**config.mk**
```make
export PLATFORM = sky130hd
export DESIGN_NAME = mode_cmd_engine
export DESIGN_NICKNAME = d
export VERILOG_FILES = /design/src/design/cmd_pkg.sv /design/src/design/byte_gap_timer.sv /design/src/design/mode_cmd_engine.sv
export SDC_FILE = /design/constraint.sdc
export NUM_CORES = 1
export LEC_CHECK = 0
export ABC_CLOCK_PERIOD_IN_PS = 3300
export BUFFER_PORTS_ARGS = -buffer_cell sky130_fd_sc_hd__buf_2
export CAP_MARGIN = 10
export CORE_MARGIN = 8
export CORE_UTILIZATION = 55
export CTS_BUF_LIST = sky130_fd_sc_hd__clkbuf_2 sky130_fd_sc_hd__clkbuf_4 sky130_fd_sc_hd__clkbuf_8
export CTS_CLUSTER_SIZE = 14
export DETAILED_ROUTE_END_ITERATION = 8
export PLACE_DENSITY = 0.86
export SETUP_SLACK_MARGIN = 0.4
export SLEW_MARGIN = 5
export SYNTH_ARGS = -nofsm -noshare
export SYNTH_HDL_FRONTEND = slang
export SYNTH_SLANG_ARGS = --single-unit
```
**constraint.sdc**
```tcl
create_clock -name clk_i -period 3.3 [get_ports clk_i]
set_clock_uncertainty 0.05 [all_clocks]
set_input_delay 0.165 -clock clk_i [delete_from_list [all_inputs] [get_ports clk_i]]
set_output_delay 0.165 -clock clk_i [all_outputs]
set_load 0.02 [all_outputs]
```
**src/design/cmd_pkg.sv**
```systemverilog
// Shared constants and types for the camera mode parameter command block
package cmd_pkg;
   // Frame bytes
   localparam logic [7:0] START_BYTE      = 8'h02;
   localparam logic [7:0] END_BYTE        = 8'h03;
   localparam logic [7:0] ACK_BYTE        = 8'h06;
   localparam logic [7:0] NAK_BYTE        = 8'h15;
   // Command identifiers
   localparam logic [7:0] VIDEO_MODE_ID   = 8'hc0;
   localparam logic [7:0] EXPO_MODE_ID    = 8'ha0;
   // Mode codes
   localparam logic [7:0] VIDEO_DUAL8     = 8'h01;
   localparam logic [7:0] VIDEO_DUAL10    = 8'h03;
   localparam logic [7:0] EXPO_FREE_PROG  = 8'h00;
   localparam logic [7:0] EXPO_TRIG_LEVEL = 8'h04;
   localparam logic [7:0] EXPO_TRIG_PROG  = 8'h05;
   // Values after reset (none printed; chosen)
   localparam logic [7:0] VIDEO_RESET     = 8'h01;
   localparam logic [7:0] EXPO_RESET      = 8'h00;
   // Largest data count; not used, the engine keeps only the first data byte
   localparam int         MAX_DATA        = 4;
   // Timing
   localparam int         CLK_MHZ         = 125;
   localparam int         GAP_MS          = 1000;
   localparam int         SILENCE_MS      = 1500;
   localparam int         GAP_CYCLES      = GAP_MS * 1000 * CLK_MHZ;
   localparam int         SILENCE_CYCLES  = SILENCE_MS * 1000 * CLK_MHZ;
   localparam int         CNT_W           = 28;

   // Decoded frame descriptor
   typedef struct packed {
      logic [7:0] command_identifier;
      logic       read_flag;
      logic [6:0] byte_count;
   } frame_descriptor_type;

   // Active mode settings handed to the datapath
   typedef struct packed {
      logic [7:0] video_output_format_select;
      logic [7:0] exposure_control_select;
   } mode_settings_type;
endpackage

```
**src/design/byte_gap_timer.sv**
```systemverilog
// Silence counter measuring time since the last received byte
`timescale 1ns/1ps
module byte_gap_timer (
   input  wire logic                    clk_i,
   input  wire logic                    rst_i,
   input  wire logic                    restart_i,
   input  wire logic [cmd_pkg::CNT_W-1:0] gap_limit_i,
   input  wire logic [cmd_pkg::CNT_W-1:0] silence_limit_i,
   output logic                         gap_over_o,
   output logic                         silence_over_o
);
   logic [cmd_pkg::CNT_W-1:0] count_r;
   logic [cmd_pkg::CNT_W-1:0] count_nxt;

   // Count up, saturating, cleared by each byte
   always_comb begin
      count_nxt = count_r;
      if (restart_i) begin
         count_nxt = '0;
      end else if (count_r != '1) begin
         count_nxt = count_r + 1'b1;
      end
   end

   always_ff @(posedge clk_i) begin
      if (rst_i) begin
         count_r <= '0;
      end else begin
         count_r <= count_nxt;
      end
   end

   assign gap_over_o     = (count_r > gap_limit_i);
   assign silence_over_o = (count_r >= silence_limit_i);
endmodule // byte_gap_timer

```
**src/design/mode_cmd_engine.sv**
```systemverilog
// Serial command interpreter for video output and exposure mode settings
//
// What this block does
// Write of id c0, flag clear, length 1 stores video mode; no data frame.
// Read of id c0 returns frame c0, flag clear, length 1, mode byte.
// Video mode 01 selects dual-tap 8-bit, 03 dual-tap 10-bit output.
// Write of id a0, flag clear, length 1 stores exposure mode; no frame.
// Read of id a0 returns frame a0, flag clear, length 1, mode byte.
// Exposure 00 free-run, 04 trigger level, 05 trigger programmed timing.
// Frame is 02, two-byte descriptor, data, xor check, 03.
// Check order, count and xor; reply 06 on pass, 15 otherwise.
// Unknown identifiers acknowledged and ignored; written values not range checked.
// Gap over 1 s discards bytes until 1.5 s silence, then idle.
// New mode values take effect from the next captured frame.
`timescale 1ns/1ps
module mode_cmd_engine #(
   parameter int GAP_CYCLES     = cmd_pkg::GAP_CYCLES,
   parameter int SILENCE_CYCLES = cmd_pkg::SILENCE_CYCLES
) (
   input  wire logic                      clk_i,
   input  wire logic                      rst_i,
   input  wire logic [7:0]                rx_data_i,
   input  wire logic                      rx_valid_i,
   output logic [7:0]                     tx_data_o,
   output logic                           tx_valid_o,
   input  wire logic                      tx_ready_i,
   input  wire logic                      frame_start_i,
   output cmd_pkg::mode_settings_type     active_modes_o,
   output logic                           dual_tap_10bit_o,
   output logic                           trigger_exposure_o,
   output logic                           trigger_level_o
);
   typedef enum logic [4:0] {
      ST_IDLE  = 5'b00001,
      ST_FRAME_DESCRIPTOR  = 5'b00010,
      ST_DATA  = 5'b00100,
      ST_END   = 5'b01000,
      ST_DROP  = 5'b10000
   } rx_state_type;

   rx_state_type                  state_r, state_nxt;
   logic [1:0]                    frame_descriptor_cnt_r, frame_descriptor_cnt_nxt;
   logic [15:0]                   frame_descriptor_r, frame_descriptor_nxt;
   logic [6:0]                    data_cnt_r, data_cnt_nxt;
   logic [7:0]                    first_data_r, first_data_nxt;
   logic [7:0]                    xor_r, xor_nxt;
   logic                          bad_r, bad_nxt;
   logic [7:0]                    video_r, video_nxt;
   logic [7:0]                    expo_r, expo_nxt;
   cmd_pkg::mode_settings_type    active_r, active_nxt;
   logic [7:0]                    txq_r [0:5];
   logic [7:0]                    txq_nxt [0:5];
   logic [2:0]                    tx_len_r, tx_len_nxt;
   logic [2:0]                    tx_idx_r, tx_idx_nxt;
   cmd_pkg::frame_descriptor_type frame_descriptor;
   logic                          gap_over;
   logic                          silence_over;
   logic                          done;
   logic                          good;
   logic                          tx_busy;
   logic                          tx_end_r, tx_end_nxt;

   assign frame_descriptor    = cmd_pkg::frame_descriptor_type'(frame_descriptor_r);
   assign tx_busy = (tx_idx_r != tx_len_r);

   // Inter-byte timing
   byte_gap_timer gap_timer (
      .clk_i           (clk_i),
      .rst_i           (rst_i),
      .restart_i       (rx_valid_i),
      .gap_limit_i     (28'(GAP_CYCLES)),
      .silence_limit_i (28'(SILENCE_CYCLES)),
      .gap_over_o      (gap_over),
      .silence_over_o  (silence_over)
   );

   // Frame end check: correct end byte, count matched, xor match
   assign done = (state_r == ST_END) && rx_valid_i && !gap_over && (frame_descriptor_cnt_r == 2'd3);
   assign good = !bad_r && (rx_data_i == cmd_pkg::END_BYTE);

   // Receive state machine and command execution
   always_comb begin
      state_nxt      = state_r;
      frame_descriptor_cnt_nxt   = frame_descriptor_cnt_r;
      frame_descriptor_nxt       = frame_descriptor_r;
      data_cnt_nxt   = data_cnt_r;
      first_data_nxt = first_data_r;
      xor_nxt        = xor_r;
      bad_nxt        = bad_r;
      video_nxt      = video_r;
      expo_nxt       = expo_r;
      tx_len_nxt     = tx_len_r;
      tx_idx_nxt     = tx_idx_r;
      for (int i = 0; i < 6; i++) begin
         txq_nxt[i] = txq_r[i];
      end
      if (tx_busy && tx_ready_i) begin
         tx_idx_nxt = tx_idx_r + 3'd1;
      end
      if (state_r != ST_IDLE && state_r != ST_DROP && rx_valid_i && gap_over) begin
         state_nxt = ST_DROP;
      end else begin
         case (state_r)
            ST_IDLE: begin
               if (rx_valid_i && rx_data_i == cmd_pkg::START_BYTE) begin
                  state_nxt    = ST_FRAME_DESCRIPTOR;
                  frame_descriptor_cnt_nxt = 2'd0;
                  xor_nxt      = 8'h00;
                  bad_nxt      = 1'b0;
               end
            end
            ST_FRAME_DESCRIPTOR: begin
               if (rx_valid_i) begin
                  frame_descriptor_nxt     = {frame_descriptor_r[7:0], rx_data_i};
                  xor_nxt      = xor_r ^ rx_data_i;
                  frame_descriptor_cnt_nxt = frame_descriptor_cnt_r + 2'd1;
                  if (frame_descriptor_cnt_r == 2'd1) begin
                     data_cnt_nxt = 7'd0;
                     // Reads carry no data bytes even though length is set
                     if (rx_data_i[7] || rx_data_i[6:0] == 7'd0) begin
                        state_nxt = ST_END;
                     end else begin
                        state_nxt = ST_DATA;
                     end
                  end
               end
            end
            ST_DATA: begin
               if (rx_valid_i) begin
                  data_cnt_nxt = data_cnt_r + 7'd1;
                  xor_nxt      = xor_r ^ rx_data_i;
                  if (data_cnt_r == 7'd0) begin
                     first_data_nxt = rx_data_i;
                  end
                  if (data_cnt_r + 7'd1 == frame_descriptor.byte_count) begin
                     state_nxt = ST_END;
                  end
               end
            end
            ST_END: begin
               if (rx_valid_i) begin
                  // Check byte, then end byte
                  if (!bad_r && frame_descriptor_cnt_r == 2'd2) begin
                     bad_nxt = (rx_data_i != xor_r);
                     frame_descriptor_cnt_nxt = 2'd3;
                  end else if (frame_descriptor_cnt_r == 2'd2) begin
                     frame_descriptor_cnt_nxt = 2'd3;
                  end else begin
                     state_nxt  = ST_IDLE;
                     txq_nxt[0] = good ? cmd_pkg::ACK_BYTE : cmd_pkg::NAK_BYTE;
                     tx_len_nxt = 3'd1;
                     tx_idx_nxt = 3'd0;
                     if (good && !frame_descriptor.read_flag && frame_descriptor.byte_count == 7'd1) begin
                        // Writes store without range check; unknown ids ignored
                        if (frame_descriptor.command_identifier == cmd_pkg::VIDEO_MODE_ID) begin
                           video_nxt = first_data_r;
                        end else if (frame_descriptor.command_identifier == cmd_pkg::EXPO_MODE_ID) begin
                           expo_nxt = first_data_r;
                        end
                     end else if (good && frame_descriptor.read_flag && frame_descriptor.byte_count == 7'd1) begin
                        if (frame_descriptor.command_identifier == cmd_pkg::VIDEO_MODE_ID ||
                            frame_descriptor.command_identifier == cmd_pkg::EXPO_MODE_ID) begin
                           txq_nxt[1] = cmd_pkg::START_BYTE;
                           txq_nxt[2] = frame_descriptor.command_identifier;
                           txq_nxt[3] = 8'h01;
                           txq_nxt[4] = (frame_descriptor.command_identifier == cmd_pkg::VIDEO_MODE_ID) ? video_r : expo_r;
                           txq_nxt[5] = frame_descriptor.command_identifier ^ 8'h01 ^ txq_nxt[4];
                           tx_len_nxt = 3'd6;
                        end
                     end
                  end
               end
            end
            ST_DROP: begin
               if (silence_over) begin
                  state_nxt = ST_IDLE;
               end
            end
            default: state_nxt = ST_IDLE;
         endcase
      end
   end

   // Settings move to the datapath only at a frame boundary
   always_comb begin
      active_nxt = active_r;
      if (frame_start_i) begin
         active_nxt.video_output_format_select = video_r;
         active_nxt.exposure_control_select    = expo_r;
      end
   end

   always_ff @(posedge clk_i) begin
      if (rst_i) begin
         state_r      <= ST_IDLE;
         frame_descriptor_cnt_r   <= 2'd0;
         frame_descriptor_r       <= 16'h0000;
         data_cnt_r   <= 7'd0;
         first_data_r <= 8'h00;
         xor_r        <= 8'h00;
         bad_r        <= 1'b0;
         video_r      <= cmd_pkg::VIDEO_RESET;
         expo_r       <= cmd_pkg::EXPO_RESET;
         active_r     <= {cmd_pkg::VIDEO_RESET, cmd_pkg::EXPO_RESET};
         tx_len_r     <= 3'd0;
         tx_idx_r     <= 3'd0;
         for (int i = 0; i < 6; i++) begin
            txq_r[i] <= 8'h00;
         end
      end else begin
         state_r      <= state_nxt;
         frame_descriptor_cnt_r   <= frame_descriptor_cnt_nxt;
         frame_descriptor_r       <= frame_descriptor_nxt;
         data_cnt_r   <= data_cnt_nxt;
         first_data_r <= first_data_nxt;
         xor_r        <= xor_nxt;
         bad_r        <= bad_nxt;
         video_r      <= video_nxt;
         expo_r       <= expo_nxt;
         active_r     <= active_nxt;
         tx_len_r     <= tx_len_nxt;
         tx_idx_r     <= tx_idx_nxt;
         for (int i = 0; i < 6; i++) begin
            txq_r[i] <= txq_nxt[i];
         end
      end
   end

   // Reply byte stream; end byte closes a data frame
   assign tx_valid_o = tx_busy || tx_end_r;
   assign tx_data_o  = tx_busy ? txq_r[tx_idx_r] : cmd_pkg::END_BYTE;

   always_comb begin
      tx_end_nxt = tx_end_r;
      if (tx_busy && tx_ready_i && tx_idx_r == 3'd5) begin
         tx_end_nxt = 1'b1;
      end else if (tx_end_r && tx_ready_i) begin
         tx_end_nxt = 1'b0;
      end
   end
   always_ff @(posedge clk_i) begin
      if (rst_i) begin
         tx_end_r <= 1'b0;
      end else begin
         tx_end_r <= tx_end_nxt;
      end
   end

   // Mode decode for the datapath
   assign active_modes_o     = active_r;
   assign dual_tap_10bit_o   = (active_r.video_output_format_select == cmd_pkg::VIDEO_DUAL10);
   assign trigger_exposure_o = (active_r.exposure_control_select == cmd_pkg::EXPO_TRIG_LEVEL) ||
                               (active_r.exposure_control_select == cmd_pkg::EXPO_TRIG_PROG);
   assign trigger_level_o    = (active_r.exposure_control_select == cmd_pkg::EXPO_TRIG_LEVEL);
endmodule // mode_cmd_engine

```
# == After elaboration in Yosys (flattened, before gate mapping) ==
# Memory sizes are Yosys's and may differ from the RTL's. A register that Yosys moved wholly into a read port is not among the register bits.
# Index checks and enable logic that the tools add are counted.
# totals
mem_count,1
output_inout_bits,28
wordCells,195
input_bits,13
mem_bits_rw,48
latchBits,0
ff_bits,114
mem_bits_ro,0
# classes
shifts,0
div,0
eq_ne,56
muxes,61
n_lt_le_gt_ge,2
multipliers,0
bitwise,13
reduce_logical,42
n_addsub,4
# mem_list
memory,words,word_bits,read_ports,rd_clocked_by_memory_dff,wr,line_no,text
txq_r,6,8,1,1,6,mode_cmd_engine.sv:51,logic [7:0] txq_r [0:5];
# op_table
op,n
$mux W48,5
$mux W40,3
$mux W8,10
$mux W5,11
$mux W3,10
$add A28 B1 Y28 const B,1
$ge A28 B28 Y1 const B,1
$gt A28 B27 Y1 const B,1
$ne A28 B28 Y1 const B,1
$ne A3 B3 Y1 const B,9
$reduce_and A9 Y1,3
$pmux W5 S5,1
$eq A8 B2 Y1 const B,3
$mux W7,3
$ne A2 B2 Y1 const B,10
$eq A8 B3 Y1 const B,2
$eq A8 B8 Y1 const B,2
$pmux W8 S2,1
$xor A8 B8 Y8,2
$ne A5 B5 Y1 const B,3
$reduce_and A5 Y1,3
$logic_not A7 Y1,2
$pmux W7 S2,1
$logic_and A1 B1 Y1,13
other kinds (41),77

# == Longest topological paths before layout ==
# logic_depth
depth_word,12
mapped_depth,9
mapped_depth_nobuf,7

# == Hierarchy ==
# From an unflattened synthesis, not the netlist that was laid out.
# unflattened
cells_unflattened,935
hier_area_um2,8229.1
# by_module_without_submodules
module,cells_each,seq_area_each_um2,instances,area_each_um2
mode_cmd_engine,577,2522.4,1,5434.0
byte_gap_timer,358,560.5,1,2795.2

# == Worst setup path after synthesis ==
# OpenSTA, ideal clock, no wires.
# synth_timing
path_type,reg2reg
from,reg gap_timer.count_r[15] (netlist name)
to,mem txq_r[2][0] (enable)
synth_period_minus_slack_ns,3.159
arrival_time_ns,2.728
path_buffers,0
required_time_ns,2.869
path_stages_with_launch,7
setup_time_ns,0.381
setup_slack_ns,0.141
path_cell_list,dfxtp_1 > or4_1 > or4_4 > nor3_4 > nor2_2 > or3_1 > nand2_1
# synth_rtl
element,line_no,text
from (decl),byte_gap_timer.sv:12,logic [cmd_pkg::CNT_W-1:0] count_r;
from (signal assigned),byte_gap_timer.sv:29,count_r <= count_nxt;
to (decl),mode_cmd_engine.sv:51,

# == Worst setup path in the final report ==
# layout_timing
from,reg gap_timer.count_r[15] (netlist name)
to,reg frame_descriptor_r[1] (netlist: frame_descriptor[1])
# layout_between
elab_chain_len,4
# layout_lines
element,line_no,text
$gt A28 B27 Y1,byte_gap_timer.sv:33,assign gap_over_o = (count_r > gap_limit_i);
$logic_and A1 B1 Y1,mode_cmd_engine.sv:100,if (state_r != ST_IDLE && state_r != ST_DROP && rx_valid_i && gap_over) begin
$not A1 Y1 (no source line),-,
$reduce_and A3 Y1 (no source line),-,
to (signal assigned),mode_cmd_engine.sv:213,frame_descriptor_r <= frame_descriptor_nxt;
to (decl),mode_cmd_engine.sv:43,"logic [15:0] frame_descriptor_r, frame_descriptor_nxt;"
# No other way between the ends.
# A chain may end at the register's enable or synchronous reset.

==> results.sh <==
export IMPL_status="complete, no violations"
export IMPL_cts_buffers=17
export IMPL_gp_congestion=0.913
export IMPL_port_buffers=40
export IMPL_dp_hpwl_mm=11.0
export IMPL_start_util_pct=55.7
export IMPL_swShare_pct=30.7
export IMPL_finalMaxSlewViolations=0
export IMPL_synth_edf_count=26
export IMPL_nets=831
export IMPL_grt_remaining_overflow=0
export IMPL_hold_path_class="input port to flip-flop"
export IMPL_cp_start_kind="flip-flop"
export IMPL_ys_warn_count=0
export IMPL_switching_power_mw=1.27
export IMPL_dr_pass1_iters=5
export IMPL_ys_seq_area_share_pct=44.2
export IMPL_syn_to_final_growth_pct=13.7
export IMPL_vias_per_cell=5.94
export IMPL_die_h_um=129
export IMPL_h_tree_depth=4
export IMPL_grt_pass1_vias=5547
export IMPL_clk_pin_slew_worst_paths_ps=90
export IMPL_placementRows=41
export IMPL_p_total_mw=4.15
export IMPL_num_antenna_cells=0
export IMPL_syn_inst=762
export IMPL_insertion_delay_ps=460
export IMPL_critPathKind="flip-flop to flip-flop"
export IMPL_final_core_util_pct=63.4
export IMPL_drv_cap=0
export IMPL_slew_headroom_pct=39.1
export IMPL_clock_path_buffers=2
export IMPL_worst_pin_slew_ps=911
export IMPL_final_area_um2=7930
export IMPL_cts_tree="built"
export IMPL_numClockSinks=141
export IMPL_setup_tns_ps=0
export IMPL_routed_via_count=5913
export IMPL_grt_pass1_wl_mm=27.2
export IMPL_p_int_mw=2.88
export IMPL_async_reset_ff_share_pct=0
export IMPL_arrival_ps=3090
export IMPL_ys_flop_type="dfxtp_1"
export IMPL_ant_nets=0
export IMPL_coreArea_um2=12500
export IMPL_cp_max_fo=8
export IMPL_ys_seq_elements=141
export IMPL_rsz0062_at_grt="no"
export IMPL_setup_viol=0
export IMPL_grt_total_usage_pct=20.5
export IMPL_fmax_mhz=356
export IMPL_wl_per_cell_um=17.0
export IMPL_comb_power_share_pct=18.8
export IMPL_finalCriticalPeriod_ps=2810
export IMPL_setup_ws_ps=492
export IMPL_io_pins=41
export IMPL_antenna_found_initial=0
export IMPL_leakagePower_nw=3.12
export IMPL_design_die_area_um2=16500
export IMPL_finalCritPeriodShare_pct=85.1
export IMPL_pre_cts_slack_ps=228
export IMPL_hold_viol=0
export IMPL_synth_area_per_cell_um2=9.16
export IMPL_synthesis_area_um2=6980
export IMPL_synth_cell_types=64
export IMPL_p_clk_share_pct=35.5
export IMPL_ir_drop_uv=339
export IMPL_fillers=1033
export IMPL_power_frac_seq_pct=45.7
export IMPL_cts_root_buffer="clkbuf_8"
export IMPL_worstPathRequired_ps=3590
export IMPL_grt_max_degree=55
export IMPL_endpoint_kind="flip-flop"
export IMPL_place_area_um2=7350
export IMPL_drt_iter0_drc=445
export IMPL_die_w_um=129
export IMPL_drive_gt1_share_pct=13.2
export IMPL_drt_total_wl_mm=16.9
export IMPL_drc=0
export IMPL_powerDensity_nw_per_um2=523
[final cells by class]
class                      count  area (µm²)  area share (%)
clock buffer                  17         234            2.95
inverter                      19        71.3           0.899
tap                          172         215            2.71
multi-input combinational    568        3720            46.9
sequential                   141        3090            38.9
timing repair buffer          63         422            5.31
clock inverter                15         184            2.32
[cells in the mapped netlist, drive strengths merged (2+ instances only)]
library cell	n	area, µm²
and2	3	18.8
a22o	2	17.5
a22oi	4	30.0
edfxtp	26	781
o21a	2	15.0
nand4b	4	35.0
o2111ai	5	56.3
nor4	11	68.8
dfxtp	115	2300
ha	8	100
o21ai	29	145
or4	9	71.3
and3	8	50.1
nand2b	13	81.3
or3	14	92.6
inv	17	63.8
nor2	135	509
xor2	26	228
a21oi	25	125
nand3	24	120
a2bb2oi	2	17.5
nand4	18	113
o211ai	3	27.5
nor2b	5	31.3
or4b	2	20.0
o311ai	13	114
buf	3	31.3
clkbuf	36	135
nor3	20	111
nor4bb	3	30.0
mux2i	71	711
a211oi	7	65.1
o31ai	6	45.0
a31oi	2	12.5
clkinv	2	7.51
o211a	2	20.0
xnor2	30	263
a21o	2	15.0
or2	3	18.8
nand2	34	128
a211o	3	26.3
o41ai	2	17.5
[repair_timing]
item	in CTS	in global routing
buffers inserted	0	3
gates cloned	1	1
pin swaps	1	4
hold buffers	6	0
endpoints found under the hold margin	11	0
setup endpoints to repair	43	109
gates resized for setup	3	10
[flip-flops by register name, indices dropped and copies added, names as in the netlist, 2 cells and up]
name,flops
frame_descriptor,16
xor_r,8
active_modes_o,16
frame_descriptor_cnt_r,2
video_r,8
first_data_r,8
data_cnt_r,7
tx_idx_r,3
state_r,5
txq_r,28
tx_len_r,2
expo_r,8
gap_timer.count_r,28
[power groups by stage]
stage / Clock, mW / Sequential [mW] / Combinational [mW]
after global routing: 1.57 / 1.91 / 0.860
after CTS: 1.48 / 1.89 / 0.763
after floorplan: 0 / 1.88 / 0.628
after detailed placement: 0 / 1.93 / 0.752
after global placement: 0 / 1.93 / 0.736
final: 1.47 / 1.90 / 0.780
[cells in the final DEF, fill, tap and decap left out, types with 8 or more instances in the layout]
master,count
nand3_1,24
and3_1,8
buf_4,14
nand2_1,33
buf_2,40
o311ai_0,13
or3_1,12
xor2_1,26
xnor2_1,30
nor2_1,134
nand4_1,18
clkbuf_8,17
edfxtp_1,26
nand2b_1,13
ha_1,8
a21oi_1,25
nor4_1,11
dfxtp_1,113
inv_1,17
nor3_1,19
mux2i_1,70
o21ai_0,29
[worst paths after layout]
check / from / end / slack, ps / cells past startpoint
setup / recovery: gap_timer.count_r[15] / frame_descriptor[1] / 490 / 8
hold / removal: rx_data_i[7] / xor_r[7] / 20 / 3
setup reg to reg: gap_timer.count_r[15] / frame_descriptor[1] / 490 / 8
hold reg to reg: tx_end_r / tx_end_r / 420 / 2
[per-stage QoR]
step | std cells | hold slack [ps]
2_1_floorplan | 766 | 259
5_1_grt | 995 | 17.2
6_report | 995 | 15.9
4_1_cts | 991 | 11.9
3_5_place_dp | 952 | 412
3_3_place_gp | 952 | 403
[metal layers]
metal | vias up | part of all wire [%] | track usage (%)
met3 | 41 | 6.1 | 4.96
met2 | 216 | 47 | 33.5
met5 | - | 0 | 0
li1 | 2839 | - | -
met4 | 0 | 2.4 | 8.15
met1 | 2817 | 44 | 25.7
[cells by family (layout without fill, tap and decap cells)]
| family | after synthesis | in the layout | synth area share (%) |
|---|---|---|---|
| AND/OR/NAND/NOR | 311 | 312 | 22.1 |
| other | 1 | 5 | 0.0537 |
| multiplexers | 71 | 71 | 10.2 |
| AO/OA/AOI/OAI | 116 | 116 | 11.6 |
| adder cells (fa/ha/maj) | 8 | 8 | 1.43 |
| XOR/XNOR | 56 | 56 | 7.03 |
| flip-flops | 141 | 141 | 44.2 |
| buffers and inverters | 58 | 114 | 3.41 |
[worst max-delay path, stage by stage (launching register included)]
cell and delay (ps):
dfxtp_2 350, or4_4 540, or4_4 510, or3_4 430, a211oi_4 230, buf_4 160
buf_12 130, mux2i_2 220, nor2_1 60
Note: power is estimated with default switching activity, not from simulation.
